[src/verilog/spv_pkg.sv]
// Function
// RULE_01 - Blank configuration reads low-voltage entry allowed.
// RULE_02 - Low-voltage enable clears only under high voltage.
// RULE_03 - High-voltage entry always accepted.
// RULE_04 - Low-voltage session keeps master clear enabled.
// RULE_05 - Four 14-bit user words, always readable.
// RULE_06 - Identity word read-only at its address.
// RULE_07 - Identity: part code high, revision low.
// RULE_08 - Configuration word at its fixed address.
// RULE_09 - Erase never touches calibration words.
// RULE_10 - Configuration bit 13 always reads one.
// RULE_11 - Self-write field protects growing low regions.
// RULE_12 - Brown-out level and low-power detector bits.
// RULE_13 - Low-voltage bit allows entry, forces master clear.
// RULE_14 - Code protect makes program reads zero.
// RULE_15 - Pin select forced to master clear by bit 8.
// RULE_16 - Power-up timer enable is active low.
// RULE_17 - Watchdog mode field; software bit only at 01.
// RULE_18 - Brown-out mode field; software bit only at 01.
// RULE_19 - Bit 0 selects external or internal clock.
// RULE_20 - Commands and data travel LSb first.
// RULE_21 - Change after rising edge, sample on falling.
// RULE_22 - Entry resets logic, floats pins, clears address.
// RULE_23 - Commands are six bits, ten codes.
// RULE_24 - Data phase: start, 14 bits, stop.
package spv_pkg;
	// Configuration memory map.
	localparam logic [13:0] A_UID0     = 14'h2000;
	localparam logic [13:0] A_UID3     = 14'h2003;
	localparam logic [13:0] A_ID       = 14'h2006;
	localparam logic [13:0] A_CFG      = 14'h2007;
	localparam logic [13:0] A_CAL1     = 14'h2008;
	localparam logic [13:0] A_CAL2     = 14'h2009;
	localparam logic [13:0] A_PM_LAST  = 14'h1FFF;
	localparam logic [13:0] A_TOP      = 14'h3FFF;
	localparam logic [13:0] A_ZERO     = 14'h0000;
	// Value of an erased word and of a blank configuration word.
	localparam logic [13:0] WORD_BLANK = 14'h3FFF;
	localparam logic [13:0] CFG_BLANK  = 14'h3DFF;
	localparam logic [13:0] CFG_UNIMPL = 14'h2000;
	// Six-bit commands; the top bit is a don't-care, so five are compared.
	localparam logic [4:0] CMD_LOAD_CFG  = 5'h00;
	localparam logic [4:0] CMD_LOAD_PM   = 5'h02;
	localparam logic [4:0] CMD_READ      = 5'h04;
	localparam logic [4:0] CMD_INC       = 5'h06;
	localparam logic [4:0] CMD_RST_ADDR  = 5'h16;
	localparam logic [4:0] CMD_BEGIN_INT = 5'h08;
	localparam logic [4:0] CMD_BEGIN_EXT = 5'h18;
	localparam logic [4:0] CMD_END_EXT   = 5'h0A;
	localparam logic [4:0] CMD_BULK      = 5'h09;
	localparam logic [4:0] CMD_ROW       = 5'h11;
	// Clock counts of the serial frames.
	localparam logic [4:0] CMD_CLKS      = 5'h06;
	localparam logic [4:0] DATA_CLKS     = 5'h10;
	localparam logic [4:0] TX_LAST_CNT   = 5'h0F;
	// Encodings of the watchdog and brown-out mode fields.
	localparam logic [1:0] MODE_ALWAYS   = 2'h3;
	localparam logic [1:0] MODE_RUN      = 2'h2;
	localparam logic [1:0] MODE_SW       = 2'h1;
	// Configuration word layout, bit 13 down to bit 0.
	typedef struct packed {
		logic       unimpl;
		logic [1:0] self_write_protect_sel;
		logic       brownout_level_sel;
		logic       low_power_brownout_enable;
		logic       low_voltage_prog_enable;
		logic       code_protect_n;
		logic       master_clear_pin_select;
		logic       powerup_timer_enable_n;
		logic [1:0] watchdog_mode_sel;
		logic [1:0] brownout_mode_sel;
		logic       osc_source_sel;
	} spv_cfg_t;
	// Operations handed to the program array.
	typedef enum logic [1:0] {OP_WRITE, OP_BULK, OP_ROW} spv_op_t;
	typedef struct packed {
		spv_op_t     op;
		logic [13:0] addr;
		logic [13:0] data;
	} spv_mem_req_t;
	// Serial engine states.
	typedef enum logic [2:0] {ST_IDLE, ST_CMD, ST_RX, ST_TX, ST_PUSH} spv_state_t;
endpackage

[src/verilog/spv_fifo.sv]
`timescale 1ns/1ps
`default_nettype none
// Small synchronous FIFO with valid/ready on both sides.
module spv_fifo import spv_pkg::*; #(
	parameter int WIDTH = 30,
	parameter int DEPTH = 4
) (
	input  wire logic             clk_sys_in,
	input  wire logic             sys_rst_in,
	input  wire logic             wr_valid_in,
	output logic                  wr_ready_out,
	input  wire logic [WIDTH-1:0] wr_data_in,
	output logic                  rd_valid_out,
	input  wire logic             rd_ready_in,
	output logic      [WIDTH-1:0] rd_data_out
);
	localparam int AW = $clog2(DEPTH);

	// Pointer arithmetic wraps, so the depth must be a power of two.
	if (DEPTH < 2 || (DEPTH & (DEPTH - 1)) != 0) begin : g_bad_depth
		$error("FIFO depth must be a power of two, at least 2.");
	end

	typedef struct packed {
		logic [DEPTH-1:0][WIDTH-1:0] mem; // Storage words.
		logic [AW-1:0]               wp;  // Write pointer.
		logic [AW-1:0]               rp;  // Read pointer.
		logic [AW:0]                 cnt; // Words held.
	} spv_fifo_st_t;

	spv_fifo_st_t q;
	spv_fifo_st_t d;
	logic         push;
	logic         pop;

	// Full and empty come straight from the word count, so they never lie.
	assign wr_ready_out = (q.cnt != DEPTH[AW:0]);
	assign rd_valid_out = (q.cnt != '0);
	assign rd_data_out  = q.mem[q.rp];
	assign push         = wr_valid_in && wr_ready_out;
	assign pop          = rd_valid_out && rd_ready_in;

	// Next-state logic for storage, pointers and count.
	always_comb begin
		d = q;
		if (push) begin
			d.mem[q.wp] = wr_data_in;
			d.wp        = q.wp + 1'b1;
		end
		if (pop) begin
			d.rp = q.rp + 1'b1;
		end
		d.cnt = q.cnt + {{AW{1'b0}}, push} - {{AW{1'b0}}, pop};
	end

	// State register.
	always_ff @(posedge clk_sys_in) begin
		if (sys_rst_in) begin
			q <= '0;
		end else begin
			q <= d;
		end
	end
endmodule
`default_nettype wire

[src/verilog/spv_core.sv]
`timescale 1ns/1ps
`default_nettype none
// Device side of the two-wire program/verify port and configuration memory.
module spv_core import spv_pkg::*; #(
	parameter int         ARRAY_WORDS = 512,
	parameter int         FIFO_DEPTH  = 4,
	parameter logic [8:0] PART_CODE   = 9'h0A5,  // Arbitrary value.
	parameter logic [4:0] REV_CODE    = 5'h01,   // Arbitrary value.
	parameter logic [13:0] CAL1_WORD  = 14'h1000,
	parameter logic [13:0] CAL2_WORD  = 14'h2000
) (
	input  wire logic          clk_sys_in,
	input  wire logic          sys_rst_in,
	input  wire logic          prog_serial_clock_pin_in,
	input  wire logic          prog_serial_data_pin_in,
	output logic               prog_serial_data_pin_out,
	output logic               prog_serial_data_pin_oe_n_out,
	input  wire logic          master_clear_pin_hv_in,
	input  wire logic          master_clear_pin_low_in,
	input  wire logic          lv_key_ok_in,
	input  wire logic          sleep_in,
	input  wire logic          software_watchdog_enable_in,
	input  wire logic          software_brownout_enable_in,
	output logic               prog_mode_out,
	output logic               lv_mode_out,
	output logic               core_reset_out,
	output logic               io_hiz_out,
	output logic               master_clear_enable_out,
	output logic               gp_input_enable_out,
	output spv_cfg_t           cfg_out,
	output logic [9:0]         wp_limit_out,
	output logic               watchdog_active_out,
	output logic               brownout_active_out,
	output logic               brownout_2v7_out,
	output logic               lp_brownout_on_out,
	output logic               powerup_timer_on_out,
	output logic               ext_clock_sel_out,
	output logic [13:0]        mem_rd_addr_out,
	input  wire logic [13:0]   mem_rd_data_in,
	output spv_mem_req_t       mem_req_out,
	output logic               mem_req_valid_out,
	input  wire logic          mem_req_ready_in
);
	// Only the two documented array sizes have defined protection bounds.
	if (ARRAY_WORDS != 256 && ARRAY_WORDS != 512) begin : g_bad_size
		$error("ARRAY_WORDS must be 256 or 512.");
	end

	typedef struct packed {
		logic [2:0]       ck;      // Clock pin: sync stages and previous.
		logic [1:0]       dt;      // Data pin sync stages.
		logic [1:0]       hv;      // High-voltage detect sync stages.
		logic [1:0]       lo;      // Master clear low sync stages.
		logic             in_prog; // Program/verify session active.
		logic             lv_mode; // Session entered at low voltage.
		spv_state_t       st;      // Serial engine state.
		logic [4:0]       cnt;     // Falling edges in the current frame.
		logic [15:0]      sh;      // Shift register, LSb on the wire first.
		logic [13:0]      addr;    // Internal address counter.
		logic [13:0]      latch;   // Data latch for programming.
		spv_op_t          op;      // Operation waiting for the FIFO.
		logic [3:0][13:0] uid;     // User identification words.
		spv_cfg_t         cfg;     // Configuration word.
		logic             oe_n;    // Data pin output enable, low drives.
		logic             dout;    // Data pin output level.
	} spv_core_st_t;

	spv_core_st_t  q;
	spv_core_st_t  d;
	logic [13:0]   rd_w;
	logic          fifo_rdy;
	logic          rise;
	logic          fall;
	logic          hv_on;
	logic          lv_on;
	logic [4:0]    cmd;
	logic [13:0]   wdata;
	spv_mem_req_t  req;

	// Increment wraps inside the program region and inside the config region.
	function automatic logic [13:0] next_addr(input logic [13:0] a);
		if (a == A_PM_LAST) begin
			return A_ZERO;
		end else if (a == A_TOP) begin
			return A_UID0;
		end
		return a + 14'h0001;
	endfunction

	// Shared decode of the watchdog and brown-out mode fields.
	function automatic logic mode_on(input logic [1:0] sel, input logic sw, input logic slp);
		case (sel)
			MODE_ALWAYS: return 1'b1;
			MODE_RUN:    return !slp;
			MODE_SW:     return sw;
			default:     return 1'b0;
		endcase
	endfunction

	// Number of low program words locked against self-write.
	function automatic logic [9:0] wp_words(input logic [1:0] sel);
		case (sel)
			2'h3:    return 10'h000;
			2'h2:    return 10'(ARRAY_WORDS / 4);
			2'h1:    return 10'(ARRAY_WORDS / 2);
			default: return 10'(ARRAY_WORDS);
		endcase
	endfunction

	// Edges of the synchronised programming clock; the first stage is never read here.
	assign rise  = q.ck[1] && !q.ck[2];
	assign fall  = !q.ck[1] && q.ck[2];
	// Session requests: high voltage always wins, low voltage needs the enable bit.
	assign hv_on = q.hv[1]; // RULE_03
	assign lv_on = q.lo[1] && (q.lv_mode || (q.cfg.low_voltage_prog_enable && lv_key_ok_in)); // RULE_13
	// Command bits as they stand once the fifth bit is in; taken from q to avoid a loop through d.
	assign cmd   = q.sh[15:11]; // RULE_23
	// Data bits between start and stop, as they stand once the fifteenth bit is in.
	assign wdata = q.sh[15:2]; // RULE_24
	assign req   = '{op: q.op, addr: q.addr, data: q.latch};

	// Read mux for the address counter.
	always_comb begin
		rd_w = 14'h0000;
		if (q.addr < A_UID0) begin
			rd_w = q.cfg.code_protect_n ? mem_rd_data_in : 14'h0000; // RULE_14
		end else if (q.addr <= A_UID3) begin
			rd_w = q.uid[q.addr[1:0]]; // RULE_05
		end else if (q.addr == A_ID) begin
			rd_w = {PART_CODE, REV_CODE}; // RULE_06 RULE_07
		end else if (q.addr == A_CFG) begin
			rd_w = q.cfg | CFG_UNIMPL; // RULE_08 RULE_10
		end else if (q.addr == A_CAL1) begin
			rd_w = CAL1_WORD;
		end else if (q.addr == A_CAL2) begin
			rd_w = CAL2_WORD;
		end
	end

	// Main next-state logic: synchronisers, session control and serial engine.
	always_comb begin
		d = q;
		d.ck = {q.ck[1], q.ck[0], prog_serial_clock_pin_in};
		d.dt = {q.dt[0], prog_serial_data_pin_in};
		d.hv = {q.hv[0], master_clear_pin_hv_in};
		d.lo = {q.lo[0], master_clear_pin_low_in};
		d.in_prog = hv_on || lv_on;
		d.lv_mode = !hv_on && lv_on;
		if (!d.in_prog) begin
			// Leaving the session floats the pin and parks the engine.
			d.st   = ST_IDLE;
			d.oe_n = 1'b1;
		end else if (!q.in_prog) begin
			// Fresh entry starts from address zero with the pin released.
			d.addr = A_ZERO; // RULE_22
			d.st   = ST_CMD;
			d.cnt  = 5'h00;
			d.oe_n = 1'b1;
		end else begin
			case (q.st)
				ST_CMD: begin
					if (fall) begin
						// Sampled on the falling edge and shifted in from the top.
						d.sh  = {q.dt[1], q.sh[15:1]}; // RULE_20 RULE_21
						d.cnt = q.cnt + 5'h01;
						if (d.cnt == CMD_CLKS) begin
							d.cnt = 5'h00;
							case (cmd) // RULE_23
								CMD_LOAD_CFG: begin
									d.addr = A_UID0;
									d.st   = ST_RX;
								end
								CMD_LOAD_PM: begin
									d.st = ST_RX;
								end
								CMD_READ: begin
									d.st = ST_TX;
								end
								CMD_INC: begin
									d.addr = next_addr(q.addr);
								end
								CMD_RST_ADDR: begin
									d.addr = A_ZERO;
								end
								CMD_BEGIN_INT, CMD_BEGIN_EXT: begin
									if (q.addr < A_UID0) begin
										d.op = OP_WRITE;
										d.st = ST_PUSH;
									end else if (cmd == CMD_BEGIN_INT && q.addr <= A_UID3) begin
										d.uid[q.addr[1:0]] = q.latch; // RULE_05
									end else if (cmd == CMD_BEGIN_INT && q.addr == A_CFG) begin
										d.cfg = q.latch | CFG_UNIMPL; // RULE_10
										// A low-voltage session can never drop its own enable.
										if (q.lv_mode) begin
											d.cfg.low_voltage_prog_enable = q.cfg.low_voltage_prog_enable; // RULE_02
										end
									end
								end
								CMD_BULK: begin
									// Calibration words are parameters and stay as they are.
									d.uid = {4{WORD_BLANK}}; // RULE_09
									d.cfg = CFG_BLANK; // RULE_01
									d.op  = OP_BULK;
									d.st  = ST_PUSH;
								end
								CMD_ROW: begin
									d.op = OP_ROW;
									d.st = ST_PUSH;
								end
								default: begin
									d.st = ST_CMD;
								end
							endcase
						end
					end
				end
				ST_RX: begin
					if (fall) begin
						d.sh  = {q.dt[1], q.sh[15:1]}; // RULE_20 RULE_21
						d.cnt = q.cnt + 5'h01;
						if (d.cnt == DATA_CLKS) begin // RULE_24
							d.latch = wdata;
							d.cnt   = 5'h00;
							d.st    = ST_CMD;
						end
					end
				end
				ST_TX: begin
					if (fall) begin
						d.cnt = q.cnt + 5'h01;
						if (q.cnt == 5'h00) begin
							// First falling edge takes the pin and drives the start bit.
							d.oe_n = 1'b0;
							d.dout = 1'b0;
							d.sh   = {2'h0, rd_w};
						end else if (d.cnt == DATA_CLKS) begin
							// Sixteenth falling edge hands the pin back.
							d.oe_n = 1'b1; // RULE_24
							d.cnt  = 5'h00;
							d.st   = ST_CMD;
						end
					end else if (rise && q.cnt != 5'h00) begin
						// Change after the rising edge; the zero loaded above bit 13 of the word makes the stop bit.
						d.dout = q.sh[0]; // RULE_20 RULE_21
						d.sh   = {1'b0, q.sh[15:1]};
					end
				end
				ST_PUSH: begin
					// Serial edges are ignored while the array queue is full.
					if (fifo_rdy) begin
						d.st = ST_CMD;
					end
				end
				default: begin
					d.st = ST_CMD;
				end
			endcase
		end
	end

	// State register; a blank device comes out of reset.
	always_ff @(posedge clk_sys_in) begin
		if (sys_rst_in) begin
			q       <= '0;
			q.uid   <= {4{WORD_BLANK}};
			q.cfg   <= CFG_BLANK; // RULE_01
			q.st    <= ST_IDLE;
			q.oe_n  <= 1'b1;
		end else begin
			q <= d;
		end
	end

	// Queue between the serial engine and the slower program array.
	spv_fifo #(
		.WIDTH($bits(spv_mem_req_t)),
		.DEPTH(FIFO_DEPTH)
	) u_fifo (
		.clk_sys_in   (clk_sys_in),
		.sys_rst_in   (sys_rst_in),
		.wr_valid_in  (q.st == ST_PUSH),
		.wr_ready_out (fifo_rdy),
		.wr_data_in   (req),
		.rd_valid_out (mem_req_valid_out),
		.rd_ready_in  (mem_req_ready_in),
		.rd_data_out  (mem_req_out)
	);

	// Pin and session outputs.
	assign prog_serial_data_pin_out      = q.dout;
	assign prog_serial_data_pin_oe_n_out = q.oe_n;
	assign prog_mode_out                 = q.in_prog;
	assign lv_mode_out                   = q.lv_mode;
	assign core_reset_out                = q.in_prog; // RULE_22
	assign io_hiz_out                    = q.in_prog; // RULE_22
	assign mem_rd_addr_out               = q.addr;
	// Master clear function: forced by the enable bit and by a low-voltage session.
	assign master_clear_enable_out = q.cfg.master_clear_pin_select
		|| q.cfg.low_voltage_prog_enable || q.lv_mode; // RULE_04 RULE_13 RULE_15
	assign gp_input_enable_out     = !master_clear_enable_out; // RULE_04
	// Decoded configuration fields for the rest of the device.
	assign cfg_out              = q.cfg | CFG_UNIMPL; // RULE_10
	assign wp_limit_out         = wp_words(q.cfg.self_write_protect_sel); // RULE_11
	assign watchdog_active_out  = mode_on(q.cfg.watchdog_mode_sel,
		software_watchdog_enable_in, sleep_in); // RULE_17
	assign brownout_active_out  = mode_on(q.cfg.brownout_mode_sel,
		software_brownout_enable_in, sleep_in); // RULE_18
	assign brownout_2v7_out     = !q.cfg.brownout_level_sel; // RULE_12
	assign lp_brownout_on_out   = q.cfg.low_power_brownout_enable; // RULE_12
	assign powerup_timer_on_out = !q.cfg.powerup_timer_enable_n; // RULE_16
	assign ext_clock_sel_out    = q.cfg.osc_source_sel; // RULE_19
endmodule
`default_nettype wire

[config.mk]
export PLATFORM = sky130hd
export DESIGN_NAME = spv_core
export DESIGN_NICKNAME = d
export VERILOG_FILES = /design/src/verilog/spv_pkg.sv /design/src/verilog/spv_fifo.sv /design/src/verilog/spv_core.sv
export SDC_FILE = /design/constraint.sdc
export NUM_CORES = 1
export LEC_CHECK = 0
export ABC_AREA = 0
export ABC_CLOCK_PERIOD_IN_PS = 5600
export BUFFER_PORTS_ARGS = -buffer_cell sky130_fd_sc_hd__buf_4
export CAP_MARGIN = 15
export CORE_UTILIZATION = 65
export CTS_BUF_LIST = sky130_fd_sc_hd__clkbuf_4
export DETAILED_ROUTE_END_ITERATION = 10
export GPL_TIMING_DRIVEN = 0
export PLACE_DENSITY = 0.88
export SYNTH_ARGS = -nofsm -noshare
export SYNTH_HDL_FRONTEND = slang
export SYNTH_SLANG_ARGS = --single-unit
[constraint.sdc]
create_clock -name clk_sys_in -period 5.6 [get_ports clk_sys_in]
set_clock_uncertainty 0.2 [all_clocks]
set_input_delay 1.12 -clock clk_sys_in [delete_from_list [all_inputs] [get_ports clk_sys_in]]
set_output_delay 1.12 -clock clk_sys_in [all_outputs]
set_load 0.02 [all_outputs]
==> impl_results.md <==
- Leak pwr: a little over 5 nW
- CTS Sinks: about 260
- Die span in y: about 140 um
- Synth async-reset ratio: 0%
- Core box area: roughly 0.018 mm2
- Pins Over Slew Limit: 0
- PortBufs: between 90 and 100
- CP bufs+invs: 4
- Least-Margin Pin Slew: about 1.0 ns
- Outcome: finished with violations
- Detailed placer's ending HPWL: approximately 25000 um
- Dpl cells: about 1700
- Gpl congestion: roughly 0.97
- Final Hold Vio Count: 0
- Syn avg cell area: between 8 and 9 um2
- Setup tns final: 0 ns
- Routed vias/inst: 6.31
- Gate count of the mapped netlist: 1370
- Fin cells: ~1800
- Register area share after synthesis: between 40 and 50%
- Synth warnings: 0
- Die area: 0.0191 mm2
- Synth cell types: roughly 70
- Sw Pwr: 1.00 mW
- Wire per inst: 20.0 um
- CP Class: flop to output pin
- Vias post-DR: between 10000 and 15000
- GRT overflow: 0
- Dominant synthesized flop cell: dfxtp_1
- Row cnt: just under 50
- Most common cell on crit path: clkbuf_1
- Power share of the combinational group: under 10%
- Yosys reg bits: 263
- Share of the synthesized area in the top cell type: about 44%
- Sw Share: between 20% and 30%
- Antenna-violating nets left: 0
- DIE WIDTH: between 100 and 150 um
- Fin Hold WS: 0.239 ns
- Post-layout util: around three quarters
- Top cells by area, synth: dfxtp_1 (44%), nand2_1 (8.5%), mux4_2 (8.2%), a21oi_1 (7.2%), o22a_1 (4.1%)
- Layout cell share with drive strength beyond 1: roughly a fifth
- Post-Syn Area: approximately 0.012 mm2
- Failing checks: design-rule violations
- Critical path arrival: 3.04 ns
- Area leader, netlist: dfxtp_1
- Max VDD drop: 173 uV
- Ports: around 110
- Initial Utilization: 66.6%
- Internal Dissipation: around 2.9 mW
- Maxcap violations: 0
- CTS HTree Levels: 3
- Nets: around 1600
- P per Cell Area: around 280 mW/mm2
- EDFF count, synth: 0
- Drt pass-1 iters: 10
- DRT iter0 DRCs: between 1000 and 1500
- CP endpoint kind: output pin
- Peak Freq: 230 MHz
- Global-route wire length before repair: 56200 um
- Slew HR: about 30%
- Final setup fails: 0
- Clk pwr share: about two fifths
- Tmin final: 4.36 ns
- Post-route total power: ~3.9 mW
- CTS Hold Bufs: 0
- Resized cells post-CTS: 0
- Post-Route WL: between 30000 and 40000 um
- Maximum root-to-sink buffer count: 3
- Unrepaired setup endpoints after global routing: false
- Clk root buf: clkbuf_4
- Vias in the first global route: 10900
- Sequential power share: between 40% and 50%
- DRC: 18
- Most frequent cells in the layout: nand2_1 (273), dfxtp_1 (263), a21oi_1 (173)
- CTS tree: yes
- Cell family with the largest share of critical-path delay: buffers and inverters
- Total track usage: 37.6%
- Clk slew on worst S/H paths: around 0.07 ns
- Critical-path cell list: clkbuf_1 -> clkbuf_1 -> buf_1 -> mux4_2 -> buf_4
- Largest stage delay, worst path: 0.57 ns
- Worst min path class: flop to flop
- Pin count of the biggest net entering global routing: 11
- Crit share post-route: 77.8%
- Post-CTS setup buffer count: 0
- Slowest CP cell: buf_1
- Synth-to-layout area growth: 15.5%
- Max FO, Critical Path: 10
- Startpoint types: flop
- Worst-Skew Late Latency: just under 0.7 ns
- Commonest non-fill, non-tap cell in the layout: nand2_1
- Req. time, crit path: about 4.3 ns
- Initial antenna violation count: 1
- Total CTS buffers: just under 70
==> per-stage QoR <==
| stage | worst slack (ns) | instance area, um2 |
|---|---|---|
| 5_1_grt | 1.15 | 13900 |
| 4_1_cts | 1.22 | 13900 |
| 2_1_floorplan | 2.49 | 12100 |
| 3_5_place_dp | 1.56 | 13100 |
| 3_3_place_gp | 1.54 | 13100 |
| 6_report | 1.24 | 13900 |
==> power groups by stage <==
stage / logic (mW) / registers (mW) / clock network, mW
floorplan: 0.251 / 1.94 / 0
global placement: 0.345 / 1.95 / 0
detailed placement: 0.353 / 1.95 / 0
CTS: 0.354 / 1.91 / 1.61
global route: 0.381 / 1.91 / 1.70
finish: 0.355 / 1.91 / 1.61
==> worst paths after layout <==
| kind | from | end | slack, ns | cells past startpoint |
|---|---|---|---|---|
| worst min register to register | d[129]$_SDFF_PP0_ | q[129]$_SDFF_PP0_ | 0.24 | 1 |
| worst min-delay path | d[129]$_SDFF_PP0_ | q[129]$_SDFF_PP0_ | 0.24 | 1 |
| worst max-delay path | u_fifo.q[3]$_SDFFE_PP0P_ | mem_req_out[28] | 1.24 | 5 |
| worst max register to register | mem_rd_addr_out[0]$_SDFFE_PP0P_ | cmd[0]$_SDFFE_PP0P_ | 1.46 | 10 |
==> worst reg2reg max path, stage by stage (launching register included) <==
cell and delay [ns]:
dfxtp_1 0.47, buf_2 0.40, buf_2 0.47, inv_1 0.19, ha_1 0.35, or4bb_1 0.62
nor4_4 0.56, a32oi_1 0.10, a211oi_1 0.40, a211oi_1 0.10, a211oi_1 0.21
==> flip-flops by register name (all words and copies together) (netlist names), 5 cells and up <==
register         count
u_fifo.q           127
q                   94
mem_rd_addr_out     14
cfg_out             11
cmd                  5
d                    5
==> final cells by class <==
cell class | count | area (um2)
Clock inverter | 19 | 125
Clock buffer | 90 | 676
Timing Repair Buffer | 100 | 751
Inverter | 20 | 75.1
Antenna cell | 1 | 2.50
Buffer | 145 | 708
Tap cell | 229 | 287
Fill cell | 1259 | 4180
Sequential cell | 263 | 5270
Multi-Input combinational cell | 948 | 6020
==> Yosys cell counts, drive strengths merged (4+ instances only) <==
cell and count:
nor2b 22, nand2b 10, nor2 79, o21ai 22
nor3 39, o22a 56, and2 6, and3 7
nand2 277, a21oi 173, xor2 6, inv 20
or2 18, nand4 10, ha 14, a2111oi 7
clkbuf 82, or3 9, mux2i 18, a211oi 18
mux4 44, buf 63, dfxtp 263, xnor2 5
nand3b 6, a31oi 8, nand3 24, a221oi 4
a21o 4, a311oi 4, o22ai 4, a32oi 6
==> routing by layer <==
layer,vias up,track usage (%),wire [um]
met5,-,0,0
met4,0,17.8,1560
met3,157,7.69,4050
met2,783,62.5,17000
met1,5341,47.1,13600
li1,5168,-,-
==> cell families (layout without fill, tap and decap cells) <==
group           after synthesis  in the layout  share of synthesized area (%)
compound gates              326            326                           17.5
xor+xnor                     11             11                          0.800
fa+ha+maj                    15             15                           1.62
buf+inv                     165            374                           6.50
mux                          62             62                           9.72
simple gates                526            526                           20.1
other cells                   2              9                         0.0624
flops                       263            263                           43.7
Power figures use the tool's default switching activity.
